--- config.mk ---
export PLATFORM = sky130hd
export DESIGN_NAME = pst_timers
export DESIGN_NICKNAME = d
export VERILOG_FILES = /design/src/hdl/pst_pkg.sv /design/src/hdl/pst_cycle_select.sv /design/src/hdl/pst_timers.sv
export SDC_FILE = /design/constraint.sdc
export NUM_CORES = 1
export LEC_CHECK = 0
export ABC_AREA = 1
export ABC_CLOCK_PERIOD_IN_PS = 5860
export BUFFER_PORTS_ARGS = -buffer_cell sky130_fd_sc_hd__clkbuf_2
export CAP_MARGIN = 20
export CORE_UTILIZATION = 34
export DETAILED_ROUTE_END_ITERATION = 6
export GPL_TIMING_DRIVEN = 0
export HOLD_SLACK_MARGIN = 0.06
export SYNTH_ARGS = -nofsm -noshare
export SYNTH_HDL_FRONTEND = slang
export SYNTH_SLANG_ARGS = --single-unit
--- constraint.sdc ---
create_clock -name clk -period 5.86 [get_ports clk]
set_input_delay 1.172 -clock clk [delete_from_list [all_inputs] [get_ports clk]]
set_output_delay 1.172 -clock clk [all_outputs]
set_load 0.05 [all_outputs]
--- src/hdl/pst_pkg.sv ---
package pst_pkg;

  // Block dimensions
  localparam int NUM_TIMERS = 3;
  localparam int CNT_W = 20;
  localparam int PER_W = 4;
  localparam int PHASE_W = 16;

  // Host processor byte port: enable and period registers
  localparam logic [15:0] HOST_ENABLE_ADDR = 16'hF1E6;
  localparam logic [15:0] HOST_PER_ADDR [NUM_TIMERS] =
    '{16'hF1F0, 16'hF1FA, 16'hF202};

  // Host processor byte port: count low, middle, high bytes
  localparam logic [15:0] HOST_CNTL_ADDR [NUM_TIMERS] =
    '{16'hF1F4, 16'hF1FC, 16'hF206};
  localparam logic [15:0] HOST_CNTM_ADDR [NUM_TIMERS] =
    '{16'hF1F5, 16'hF1FD, 16'hF207};
  localparam logic [15:0] HOST_CNTH_ADDR [NUM_TIMERS] =
    '{16'hF1F6, 16'hF1FE, 16'hF208};

  // Host processor byte port: mode registers
  localparam logic [15:0] HOST_MODE_ADDR [NUM_TIMERS] =
    '{16'hF1F8, 16'hF200, 16'hF20A};

  // Motion engine word port
  localparam logic [11:0] ENG_ENABLE_ADDR = 12'hEF3;
  localparam logic [11:0] ENG_PER_ADDR [NUM_TIMERS] =
    '{12'hEF8, 12'hEFD, 12'hF01};
  localparam logic [11:0] ENG_CNT_ADDR [NUM_TIMERS] =
    '{12'hEFA, 12'hEFE, 12'hF02};
  localparam logic [11:0] ENG_MODE_ADDR [NUM_TIMERS] =
    '{12'hEFC, 12'hF00, 12'hF04};

  // Reset values
  localparam logic [NUM_TIMERS-1:0] ENABLE_RST = 3'h0;
  localparam logic [PER_W-1:0] PERIOD_RST = 4'h0;
  localparam logic [CNT_W-1:0] COUNT_RST = 20'h00000;
  localparam logic [2:0] MODE_RST = 3'h0;

  // Mode register field positions
  localparam int MODE_LEVEL_BIT = 0;
  localparam int MODE_SEL_LSB = 1;
  localparam int MODE_SEL_MSB = 2;

  // Count byte lanes
  localparam int CNT_MID_LSB = 8;
  localparam int CNT_HIGH_LSB = 16;

  // Timer modes
  typedef enum logic [1:0] {
    MODE_ASYNC = 2'b00,
    MODE_SINGLE_SHOT = 2'b01,
    MODE_SINGLE_PULSE = 2'b10,
    MODE_REPETITIVE = 2'b11
  } pst_mode_t;

  // Per-timer sequencing states
  typedef enum logic [1:0] {
    ST_HOLD = 2'b00,
    ST_WAIT = 2'b01,
    ST_COUNT = 2'b10,
    ST_DONE = 2'b11
  } pst_state_t;

  // Global cycle timing as seen by the timers
  typedef struct packed {
    logic global_start;
    logic sub_start;
    logic [PHASE_W-1:0] phase;
  } pst_cycle_t;

  // PWM generator timing inputs
  typedef struct packed {
    logic motor_start;
    logic [PHASE_W-1:0] motor_phase;
    logic pfc_start;
    logic [PHASE_W-1:0] pfc_phase;
    logic pfc_active;
    logic pfc_faster;
  } pst_pwm_t;

endpackage

--- src/hdl/pst_cycle_select.sv ---
module pst_cycle_select
  import pst_pkg::*;
(
  input wire logic clk, // System clock
  input wire logic rst_n, // Asynchronous reset, active low
  input wire pst_pwm_t pwm, // PWM generator timing
  output pst_cycle_t cycle // Selected global cycle timing
);

  // Next global cycle timing
  pst_cycle_t cycle_d;

  // Pick the longer period as the global cycle
  always_comb begin
    if (!pwm.pfc_active) begin
      // Motor only: global cycle is the motor cycle
      cycle_d.global_start = pwm.motor_start;
      cycle_d.sub_start = pwm.motor_start;
      cycle_d.phase = pwm.motor_phase;
    end else if (pwm.pfc_faster) begin
      // Motor period is the longer one
      cycle_d.global_start = pwm.motor_start;
      cycle_d.sub_start = pwm.pfc_start;
      cycle_d.phase = pwm.pfc_phase;
    end else begin
      // Power factor period is the longer one
      cycle_d.global_start = pwm.pfc_start;
      cycle_d.sub_start = pwm.motor_start;
      cycle_d.phase = pwm.motor_phase;
    end
  end

  // Registered so every timer sees the same aligned strobe
  always_ff @(posedge clk or negedge rst_n) begin
    if (!rst_n) begin
      cycle <= '0;
    end else begin
      cycle <= cycle_d;
    end
  end

endmodule

--- src/hdl/pst_timers.sv ---
// How it works
// - Motor-only system: global cycle equals motor cycle
// - Mixed rates: longer period is the global cycle
// - Three timers, each on its own fixed pin
// - Mode write arms timer, drives starting level
// - Asynchronous mode: immediate level, count ignored
// - Synchronous: count from next cycle, toggle on expiry
// - Single shot: hold level after one change
// - Single pulse: revert at cycle end, then hold
// - Repetitive: revert and restart every cycle
// - Enable bits 0..2, upper bits read zero
// - Four-bit period holds frequency ratio minus one
// - Engine sees each count as 20-bit word
// - Host sees count as three byte registers
// - Enables and periods reset to zero
// - Mode field selects one of four modes
// - Mode bit 0 gives starting pin level
// - Count scales: period nibble over 16-bit phase
module pst_timers
  import pst_pkg::*;
(
  input wire logic clk, // System clock, 100 MHz
  input wire logic rst_n, // Asynchronous reset, active low
  input wire pst_pwm_t pwm, // PWM generator cycle timing
  input wire logic host_sel, // Host byte access request
  input wire logic host_we, // Host access is a write
  input wire logic [15:0] host_addr, // Host byte address
  input wire logic [7:0] host_wdata, // Host write byte
  output logic [7:0] host_rdata, // Host read byte, next cycle
  input wire logic eng_sel, // Engine word access request
  input wire logic eng_we, // Engine access is a write
  input wire logic [11:0] eng_addr, // Engine word address
  input wire logic [CNT_W-1:0] eng_wdata, // Engine write word
  output logic [CNT_W-1:0] eng_rdata, // Engine read word, next cycle
  output logic port1_bit0_pin, // Timer 1 pin level
  output logic port2_bit7_pin, // Timer 2 pin level
  output logic port3_bit1_pin // Timer 3 pin level
);

  // Write strobes per port
  logic host_wr;
  logic eng_wr;

  // Shared enable register
  logic [NUM_TIMERS-1:0] timer_enable_reg_q;

  // Per-timer registers
  logic [PER_W-1:0] period_q [NUM_TIMERS];
  logic [CNT_W-1:0] count_q [NUM_TIMERS];
  logic [2:0] mode_q [NUM_TIMERS];
  logic [NUM_TIMERS-1:0] arm_q;

  // Per-timer sequencing
  pst_state_t state_q [NUM_TIMERS];
  logic [PER_W-1:0] sub_idx_q [NUM_TIMERS];
  logic [NUM_TIMERS-1:0] pin_q;

  // Read data next values
  // Decoded every clock, captured only on a read
  logic [7:0] host_rdata_d;
  logic [CNT_W-1:0] eng_rdata_d;

  // Selected global cycle timing
  // Strobes and phase run one clock behind the generator
  pst_cycle_t cycle;

  // A write needs select and write together; reads change nothing
  assign host_wr = host_sel & host_we;
  assign eng_wr = eng_sel & eng_we;

  // Global cycle selection from the PWM generator
  // One register stage, so strobe and phase stay aligned
  pst_cycle_select u_cycle (
    .clk(clk),
    .rst_n(rst_n),
    .pwm(pwm),
    .cycle(cycle)
  );

  // Enable register; engine wins a same-cycle clash
  // Only the implemented bits are stored, so the rest read zero
  always_ff @(posedge clk or negedge rst_n) begin
    if (!rst_n) begin
      timer_enable_reg_q <= ENABLE_RST;
    end else if (eng_wr && eng_addr == ENG_ENABLE_ADDR) begin
      timer_enable_reg_q <= eng_wdata[NUM_TIMERS-1:0];
    end else if (host_wr && host_addr == HOST_ENABLE_ADDR) begin
      timer_enable_reg_q <= host_wdata[NUM_TIMERS-1:0];
    end
  end

  for (genvar i = 0; i < NUM_TIMERS; i++) begin : g_timer

    // Position within the global cycle
    logic [CNT_W-1:0] pos;
    // Count reached in this cycle
    logic hit;
    // Active mode of this timer
    pst_mode_t mode;
    // Mode register write from either port
    logic mode_wr;

    // Short-cycle index on top, phase of that short cycle below
    assign pos = {sub_idx_q[i], cycle.phase};
    // Threshold compare, since the phase moves in steps
    assign hit = pos >= count_q[i];
    assign mode = pst_mode_t'(mode_q[i][MODE_SEL_MSB:MODE_SEL_LSB]);
    assign mode_wr = (eng_wr && eng_addr == ENG_MODE_ADDR[i]) ||
                     (host_wr && host_addr == HOST_MODE_ADDR[i]);

    // Period register, low nibble only
    // Upper bits are dropped so they read back as zero
    always_ff @(posedge clk or negedge rst_n) begin
      if (!rst_n) begin
        period_q[i] <= PERIOD_RST;
      end else if (eng_wr && eng_addr == ENG_PER_ADDR[i]) begin
        period_q[i] <= eng_wdata[PER_W-1:0];
      end else if (host_wr && host_addr == HOST_PER_ADDR[i]) begin
        period_q[i] <= host_wdata[PER_W-1:0];
      end
    end

    // Count register, whole word or one byte lane
    // Engine writes the word at once; host one byte per access
    always_ff @(posedge clk or negedge rst_n) begin
      if (!rst_n) begin
        count_q[i] <= COUNT_RST;
      end else if (eng_wr && eng_addr == ENG_CNT_ADDR[i]) begin
        count_q[i] <= eng_wdata;
      end else if (host_wr) begin
        // Byte lanes; a half-written count may fire early
        if (host_addr == HOST_CNTL_ADDR[i]) begin
          count_q[i][CNT_MID_LSB-1:0] <= host_wdata;
        end
        if (host_addr == HOST_CNTM_ADDR[i]) begin
          count_q[i][CNT_HIGH_LSB-1:CNT_MID_LSB] <= host_wdata;
        end
        if (host_addr == HOST_CNTH_ADDR[i]) begin
          count_q[i][CNT_W-1:CNT_HIGH_LSB] <= host_wdata[3:0];
        end
      end
    end

    // Mode register and its one-cycle arm pulse
    // Arm pulses even if disabled; the sequencer then drops it
    always_ff @(posedge clk or negedge rst_n) begin
      if (!rst_n) begin
        mode_q[i] <= MODE_RST;
        arm_q[i] <= 1'b0;
      end else begin
        // Arm lands after the register holds the new mode
        arm_q[i] <= mode_wr;
        if (eng_wr && eng_addr == ENG_MODE_ADDR[i]) begin
          mode_q[i] <= eng_wdata[2:0];
        end else if (host_wr && host_addr == HOST_MODE_ADDR[i]) begin
          mode_q[i] <= host_wdata[2:0];
        end
      end
    end

    // Short-cycle index inside the global cycle
    // Global start wins over a short start in the same clock
    always_ff @(posedge clk or negedge rst_n) begin
      if (!rst_n) begin
        sub_idx_q[i] <= '0;
      end else if (cycle.global_start) begin
        sub_idx_q[i] <= '0;
      end else if (cycle.sub_start && sub_idx_q[i] < period_q[i]) begin
        // Saturate at the period so counts above pFFFF never fire
        sub_idx_q[i] <= sub_idx_q[i] + 4'h1;
      end
    end

    // Pin sequencing per mode
    // Arm outranks the state walk so a rewrite restarts an enabled timer
    always_ff @(posedge clk or negedge rst_n) begin
      if (!rst_n) begin
        state_q[i] <= ST_HOLD;
        pin_q[i] <= 1'b0;
      end else if (!timer_enable_reg_q[i]) begin
        // Disabled: frozen, pin keeps its level, arms dropped
        state_q[i] <= state_q[i];
      end else if (arm_q[i]) begin
        // Every mode drives the starting level at arm
        pin_q[i] <= mode_q[i][MODE_LEVEL_BIT];
        // Asynchronous: the level is the whole job, count unused
        if (mode == MODE_ASYNC) begin
          state_q[i] <= ST_HOLD;
        end else begin
          state_q[i] <= ST_WAIT;
        end
      end else begin
        unique case (state_q[i])
          ST_HOLD: begin
            // Idle until the mode is written again
            state_q[i] <= ST_HOLD;
          end
          ST_WAIT: begin
            // Counting starts with the next global cycle
            if (cycle.global_start) begin
              state_q[i] <= ST_COUNT;
            end
          end
          ST_COUNT: begin
            // The start cycle never fires, so count zero lands one
            // clock after the cycle begins
            if (cycle.global_start) begin
              // Cycle ended without expiry
              if (mode != MODE_REPETITIVE) begin
                state_q[i] <= ST_HOLD;
              end
            end else if (hit) begin
              // Expiry inside this cycle: one level change
              pin_q[i] <= ~pin_q[i];
              if (mode == MODE_SINGLE_SHOT) begin
                state_q[i] <= ST_HOLD;
              end else begin
                // Pulse and repetitive wait for the cycle end
                state_q[i] <= ST_DONE;
              end
            end
          end
          ST_DONE: begin
            // Cycle end restores the starting level
            if (cycle.global_start) begin
              pin_q[i] <= mode_q[i][MODE_LEVEL_BIT];
              if (mode == MODE_REPETITIVE) begin
                // Repetitive counts again from the new cycle start
                state_q[i] <= ST_COUNT;
              end else begin
                state_q[i] <= ST_HOLD;
              end
            end
          end
        endcase
      end
    end
  end

  // Read decode for both ports; unmapped reads give zero
  // Addresses never overlap, so match order does not matter
  always_comb begin
    host_rdata_d = 8'h00;
    eng_rdata_d = 20'h00000;
    if (host_addr == HOST_ENABLE_ADDR) begin
      host_rdata_d = {5'h00, timer_enable_reg_q};
    end
    if (eng_addr == ENG_ENABLE_ADDR) begin
      eng_rdata_d = {17'h00000, timer_enable_reg_q};
    end
    for (int k = 0; k < NUM_TIMERS; k++) begin
      if (host_addr == HOST_PER_ADDR[k]) begin
        host_rdata_d = {4'h0, period_q[k]};
      end
      if (host_addr == HOST_CNTL_ADDR[k]) begin
        host_rdata_d = count_q[k][CNT_MID_LSB-1:0];
      end
      if (host_addr == HOST_CNTM_ADDR[k]) begin
        host_rdata_d = count_q[k][CNT_HIGH_LSB-1:CNT_MID_LSB];
      end
      if (host_addr == HOST_CNTH_ADDR[k]) begin
        host_rdata_d = {4'h0, count_q[k][CNT_W-1:CNT_HIGH_LSB]};
      end
      if (host_addr == HOST_MODE_ADDR[k]) begin
        host_rdata_d = {5'h00, mode_q[k]};
      end
      if (eng_addr == ENG_PER_ADDR[k]) begin
        eng_rdata_d = {16'h0000, period_q[k]};
      end
      if (eng_addr == ENG_CNT_ADDR[k]) begin
        eng_rdata_d = count_q[k];
      end
      if (eng_addr == ENG_MODE_ADDR[k]) begin
        eng_rdata_d = {17'h00000, mode_q[k]};
      end
    end
  end

  // Registered read data, captured on a read request
  // Data hold between reads so a slow master may sample late
  always_ff @(posedge clk or negedge rst_n) begin
    if (!rst_n) begin
      host_rdata <= 8'h00;
      eng_rdata <= 20'h00000;
    end else begin
      if (host_sel && !host_we) begin
        host_rdata <= host_rdata_d;
      end
      if (eng_sel && !eng_we) begin
        eng_rdata <= eng_rdata_d;
      end
    end
  end

  // Fixed pin per timer, straight from the level flops
  // Pin direction is set by software; these carry level only
  always_comb begin
    port1_bit0_pin = pin_q[0];
    port2_bit7_pin = pin_q[1];
    port3_bit1_pin = pin_q[2];
  end

endmodule

# Word level (Yosys, flattened, before mapping)
# Index checks and enable logic that the tools add are counted.
[classes]
n_addsub = 3
n_mul = 0
div = 0
magnitude_cmp = 6
n_eq_ne = 62
shift = 0
muxes = 106
bitwise = 5
reduce_logical = 73
[ops]
columns = ["op", "n"]
rows = [
  ["$mux W20", 15],
  ["$eq A16 B16 Y1 const B", 16],
  ["$mux W8", 21],
  ["$eq A12 B12 Y1 const B", 10],
  ["$ge A20 B20 Y1", 3],
  ["$mux W4", 15],
  ["$mux W2", 22],
  ["$reduce_bool A2 Y1", 22],
  ["$mux W18", 2],
  ["$mux W3", 10],
  ["$reduce_and A5 Y1", 6],
  ["$pmux W2 S4", 3],
  ["$logic_and A1 B1 Y1", 22],
  ["$eq A2 B2 Y1 const B", 9],
  ["$ne A3 B2 Y1 const B", 6],
  ["$ne A3 B3 Y1 const B", 6],
  ["$reduce_and A2 Y1", 9],
  ["$mux W1", 15],
  ["$add A4 B1 Y4 const B", 3],
  ["$eq A2 B1 Y1 const B", 6],
  ["$logic_not A2 Y1", 6],
  ["$lt A4 B4 Y1", 3],
  ["$ne A4 B3 Y1 const B", 3],
  ["$ne A4 B4 Y1 const B", 3],
  ["other kinds (7)", 19],
]
[totals]
reg_bits = 154
latchBits = 0
mem_bits_rw = 0
mem_bits_ro = 0
input_bits = 98
elab_cells = 288
mem_count = 0

# Longest topological paths before layout
[depth]
depth_word = 17
depth_mapped = 18
ltp_nobuf = 18

# Cells and area by module
# From an unflattened synthesis, not the netlist that was laid out.
[unflattened]
hier_cells = 1386
area_unflattened_um2 = 10501.3
[by_module_without_submodules]
columns = ["mod", "n_inst", "cells_per_inst", "area_per_inst_um2", "seq_area_each_um2"]
rows = [
  ["pst_timers", 1, 1304, 9723.1, 3403.3],
  ["pst_cycle_select", 1, 82, 778.2, 450.4],
]

# Least setup slack after synthesis
# No wires, ideal clock.
[synth_path]
kind = "input to register"
from = "in host_addr[8]"
to = "reg host_rdata[1]"
setup_ns = 0.118
t_arrival_ns = 2.351
slack_ns = 3.391
path_stages = 15
path_cell_list = "inv_1 nor2_1 nand2_1 nor2_8 buf_4 nand3_1 nand3_1 nor2_1 nand4_1 nor3_1 nand4_1 nor2_1 nand4_1 nand2_1 nand2_1"
[synth_via]
elab_chain_cells = 17
[synth_lines]
columns = ["item", "line", "text"]
rows = [
  ["from (decl)", "pst_timers.sv:27", "input wire logic [15:0] host_addr,"],
  ["$eq A16 B16 Y1", "pst_timers.sv:245", "if (host_addr == HOST_ENABLE_ADDR) begin"],
  ["$mux W3", "pst_timers.sv:245", ""],
  ["$mux W8", "pst_timers.sv:252", "if (host_addr == HOST_PER_ADDR[k]) begin"],
  ["$mux W8", "pst_timers.sv:255", "if (host_addr == HOST_CNTL_ADDR[k]) begin"],
  ["$mux W8", "pst_timers.sv:258", "if (host_addr == HOST_CNTM_ADDR[k]) begin"],
  ["$mux W8", "pst_timers.sv:261", "if (host_addr == HOST_CNTH_ADDR[k]) begin"],
  ["$mux W8", "pst_timers.sv:264", "if (host_addr == HOST_MODE_ADDR[k]) begin"],
  ["$mux W8", "pst_timers.sv:252", ""],
  ["$mux W8", "pst_timers.sv:255", ""],
  ["$mux W8", "pst_timers.sv:258", ""],
  ["$mux W8", "pst_timers.sv:261", ""],
  ["$mux W8", "pst_timers.sv:264", ""],
  ["$mux W8", "pst_timers.sv:252", ""],
  ["$mux W8", "pst_timers.sv:255", ""],
  ["$mux W8", "pst_timers.sv:258", ""],
  ["$mux W8", "pst_timers.sv:261", ""],
  ["$mux W8 (*)", "pst_timers.sv:264", ""],
  ["to (signal assigned)", "pst_timers.sv:287", "host_rdata <= host_rdata_d;"],
  ["to (decl)", "pst_timers.sv:29", "output logic [7:0] host_rdata,"],
]
# Every way passes the cells marked *; elsewhere a longest branch is shown, timed or not.
# A chain may end at the register's enable or synchronous reset.

# Final worst setup path
[layout_path]
from = "in host_addr[5]"
to = "reg count_q[5] in the netlist's numbering"
[layout_via]
elab_chain_cells = 3
[layout_lines]
columns = ["item", "line", "text"]
rows = [
  ["$eq A16 B16 Y1", "pst_timers.sv:132", "if (host_addr == HOST_CNTL_ADDR[i]) begin"],
  ["$reduce_bool A2 Y1 (no source line)", "--", ""],
  ["$reduce_and A2 Y1 (no source line)", "--", ""],
  ["to (signal, indexed assignment)", "pst_timers.sv:133", "count_q[i][CNT_MID_LSB-1:0] <= host_wdata;"],
  ["to (signal, indexed assignment)", "pst_timers.sv:136", "count_q[i][CNT_HIGH_LSB-1:CNT_MID_LSB] <= host_wdata;"],
  ["to (signal, indexed assignment)", "pst_timers.sv:139", "count_q[i][CNT_W-1:CNT_HIGH_LSB] <= host_wdata[3:0];"],
  ["to (decl)", "pst_timers.sv:49", "logic [CNT_W-1:0] count_q [NUM_TIMERS];"],
]
# No other way between the ends.

==> reports/summary.txt <==
Post-Route Setup TNS - 0 ns
Fmax - 364.9 MHz
Wirelength, routed - 37440 microns
Worst-margin pin slew - 0.9497 ns
Clock latency on the worst-skew pair - 0.44 ns
Layout cells sized above 1 - 0.1568
Register bit total from synthesis - 154
Crit Path Category - input pin to flop
DR vias/cell - 5.550
Clock skew - 0.01200 ns
Hold WS - 0.4762 ns
CP endpoint kind - flop
Sequential power share - 0.425
Final Slew Violations - 0
Power per Cell Area - 219.0 nW/um^2
Sw Share - 0.2952
Pre-antenna DRT Iters - 5
TritonCTS Buffers - 17
Crit Path Max Fanout - 8
Core Rows - 63
Arr. time, crit path - 3.04 ns
Postcts setup bufs - 0
Endpoints failing setup - 0
Sw power - 777.7 uW
Filler Cell Count - 3067
Logic pwr share - 0.135
Synthesized area - 10280 sq um
# resized after CTS - 0
CTS sink count - 154
CP Launch Type - input pin
Busiest layer in global routing - met2
Period Utilization, post-route - 0.4677
Via count - 10.45k
Final net count - 1649
Num ports - 129
Final period demand of the worst path - 2.741 ns
Gpl congestion - 0.9773
# DRC - 0
Clock network power share - 0.440
Area Overhead vs Synth - 17.00%
Unique cell type count in the Yosys netlist - 51
Crit-path cells - clkbuf_2 > nor4_1 > inv_2 > nor3_1 > a21oi_1 > nand2_1 > o221ai_1
Leak - 0.005703 uW
Core Region - 29720 sq um
Instance area at placement - 11430 sq um
Antenna Nets Post-Route - 0
Clock transition at the registers of the reported paths - 0.07 ns
Total Routing Usage GR - 0.2454
Number of antenna violations at the first check in global routing - 0
Hold Buf Count CTS - 0
YS warnings - 0
PortBufs - 125
Met3 Usage GRT - 0.03247
Post-Syn Instances - 1334
Clk buf depth - 2
Worst Hold Class - flop to flop
Fin. Hold Viols - 0
Syn Area/Cell - 7.708 sq um
Post-synth EDFFs - 0
Cell-internal power - 1857 uW
Die height - 175.9 microns
Worst path required time - 6.15 ns
Design area - 12030 sq um
Die width - 175.9 microns
Max-Slew Margin vs Limit - 0.3669
Met2 Use GR - 0.3885
Top FF cell, synth - dfrtp_1
RSZ-0062 raised after global routing - no
Met1 usage - 0.3464
First-pass GRT wire length - 56840 microns
Pre-CTS setup slack - 2.695 ns
CTS tree - done
Drt wl/cell - 19.89 microns
HPWL after detailed placement - 29590 microns
1st-iter DRT viols - 1149
Final worst setup slack - 3.119 ns
VDD IR max - 0.0001997 V
MaxCap Viol Count - 0
GR Overflow Total - 0
Outcome - complete, no violations
Slowest CP cell - nor3_1
Starting Density - 0.3460
DIE AREA - 30940 sq um
Largest net degree at the start of global routing - 87
Ant. Diodes - 0
Worst path max stage delay - 0.51 ns
Clock root buffer - clkbuf_16
Post-synthesis sequential area ratio - 0.3748
Via count of the first global-routing pass - 9571
Htree depth - 4
Post-synthesis async set-or-reset flop share - 1.000
Net Count, Synth - 1504
## power groups by stage
| stage | registers (uW) | logic [uW] | clock network [uW] |
|---|---|---|---|
| finish | 1120 | 356 | 1160 |
| floorplan | 1140 | 196 | 0 |
| detailed placement | 1140 | 352 | 0 |
| CTS | 1120 | 355 | 1170 |
| global placement | 1140 | 343 | 0 |
| global route | 1120 | 403 | 1210 |
## logic make-up after synthesis
kind of cell | synth area share
adders and majority gates | 0.08761
AOI/OAI and AO/OA | 0.1943
and+or+nand+nor | 0.2398
muxes | 0.01862
DFF | 0.3748
buffers and inverters | 0.08481
## cells in the final DEF (no fill, tap or decap), types with 15 or more instances in the layout
cell / count
nor2_1: 115
nand4_1: 39
o21ai_1: 15
nand3_1: 44
dfrtp_1: 154
o21ai_0: 55
clkbuf_16: 17
o221ai_1: 68
o22ai_1: 17
inv_1: 185
clkbuf_2: 124
mux2_2: 17
nand2_1: 313
a21oi_1: 68
nor3_1: 21
ha_1: 72
## cells in the mapped netlist, drive strengths merged, types with 2 or more instances
| cell | count | area (sq um) |
|---|---|---|
| o31ai | 10 | 80.07 |
| mux2 | 17 | 191.4 |
| a221oi | 8 | 70.07 |
| a2111oi | 2 | 17.52 |
| o41ai | 3 | 33.79 |
| dfrtp | 154 | 3854 |
| buf | 16 | 77.57 |
| o22ai | 17 | 106.4 |
| nand2 | 320 | 1229 |
| o21bai | 3 | 26.27 |
| a211oi | 13 | 97.59 |
| nand3 | 45 | 230.2 |
| a31oi | 7 | 43.79 |
| o221ai | 68 | 595.6 |
| a21oi | 68 | 340.3 |
| clkinv | 2 | 7.510 |
| nor2 | 132 | 571.8 |
| ha | 72 | 900.9 |
| nand4 | 39 | 244.0 |
| nor3 | 24 | 141.4 |
| nor4 | 6 | 43.79 |
| o21a | 4 | 30.03 |
| o211ai | 6 | 45.04 |
| o21ai | 72 | 375.4 |
| inv | 200 | 753.2 |
| clkbuf | 9 | 33.78 |
| o2111ai | 10 | 87.58 |
| a21boi | 3 | 22.52 |
## sequential cells by signal, indices dropped and copies added, names as in the netlist
signal / count
g_timer.pos: 12
port3_bit1_pin: 1
arm_q: 3
g_timer.mode: 6
host_rdata: 8
mode_q: 3
u_cycle.cycle: 18
period_q: 12
state_q: 6
eng_rdata: 20
timer_enable_reg_q: 3
port1_bit0_pin: 1
port2_bit7_pin: 1
count_q: 60
## metrics by stage
step | total power, uW | std cells | util
after CTS | 2641 | 1882 | 0.4048
after global routing | 2739 | 1882 | 0.4048
final | 2634 | 1882 | 0.4048
after global placement | 1482 | 1849 | 0.3835
after detailed placement | 1491 | 1850 | 0.3847
after floorplan | 1336 | 1334 | -
## worst max-delay path: cells and delay by family
| family | cells | cell delay (ns) |
|---|---|---|
| and+or+nand+nor | 3 | 1.04 |
| AOI/OAI and AO/OA | 2 | 0.51 |
| buffers and inverters | 2 | 0.31 |
## worst paths after layout
check | startpoint | slack [ns] | cells after the start | to
worst max-delay path | host_addr[5] | 3.12 | 7 | count_q[5]
worst min-delay path | state_q[1] | 0.48 | 2 | state_q[1]
worst max register to register | count_q[1] | 3.36 | 17 | state_q[0]
worst min register to register | state_q[1] | 0.48 | 2 | state_q[1]
max in group asynchronous | rst_n | 4.30 | 2 | count_q[46]
min in group asynchronous | rst_n | 0.73 | 1 | state_q[0]
## area by class of cell
| type | instances | area [sq um] | area share |
|---|---|---|---|
| clock buffer | 18 | 439.2 | 0.03651 |
| inverter | 202 | 760.7 | 0.06323 |
| buffer | 25 | 111.4 | 0.009256 |
| timing repair buffer | 126 | 661.9 | 0.05502 |
| clock inverter | 14 | 158.9 | 0.01321 |
| tap | 390 | 488.0 | 0.04056 |
| multi-input combinational | 953 | 5557 | 0.4619 |
| sequential | 154 | 3854 | 0.3203 |
## layer usage
metal / up-vias / share of wire
met5: - / 0
met4: 0 / 0.021
met3: 59 / 0.078
met2: 490 / 0.45
met1: 4978 / 0.45
li1: 4918 / -
(Power assumes the default switching activity.)
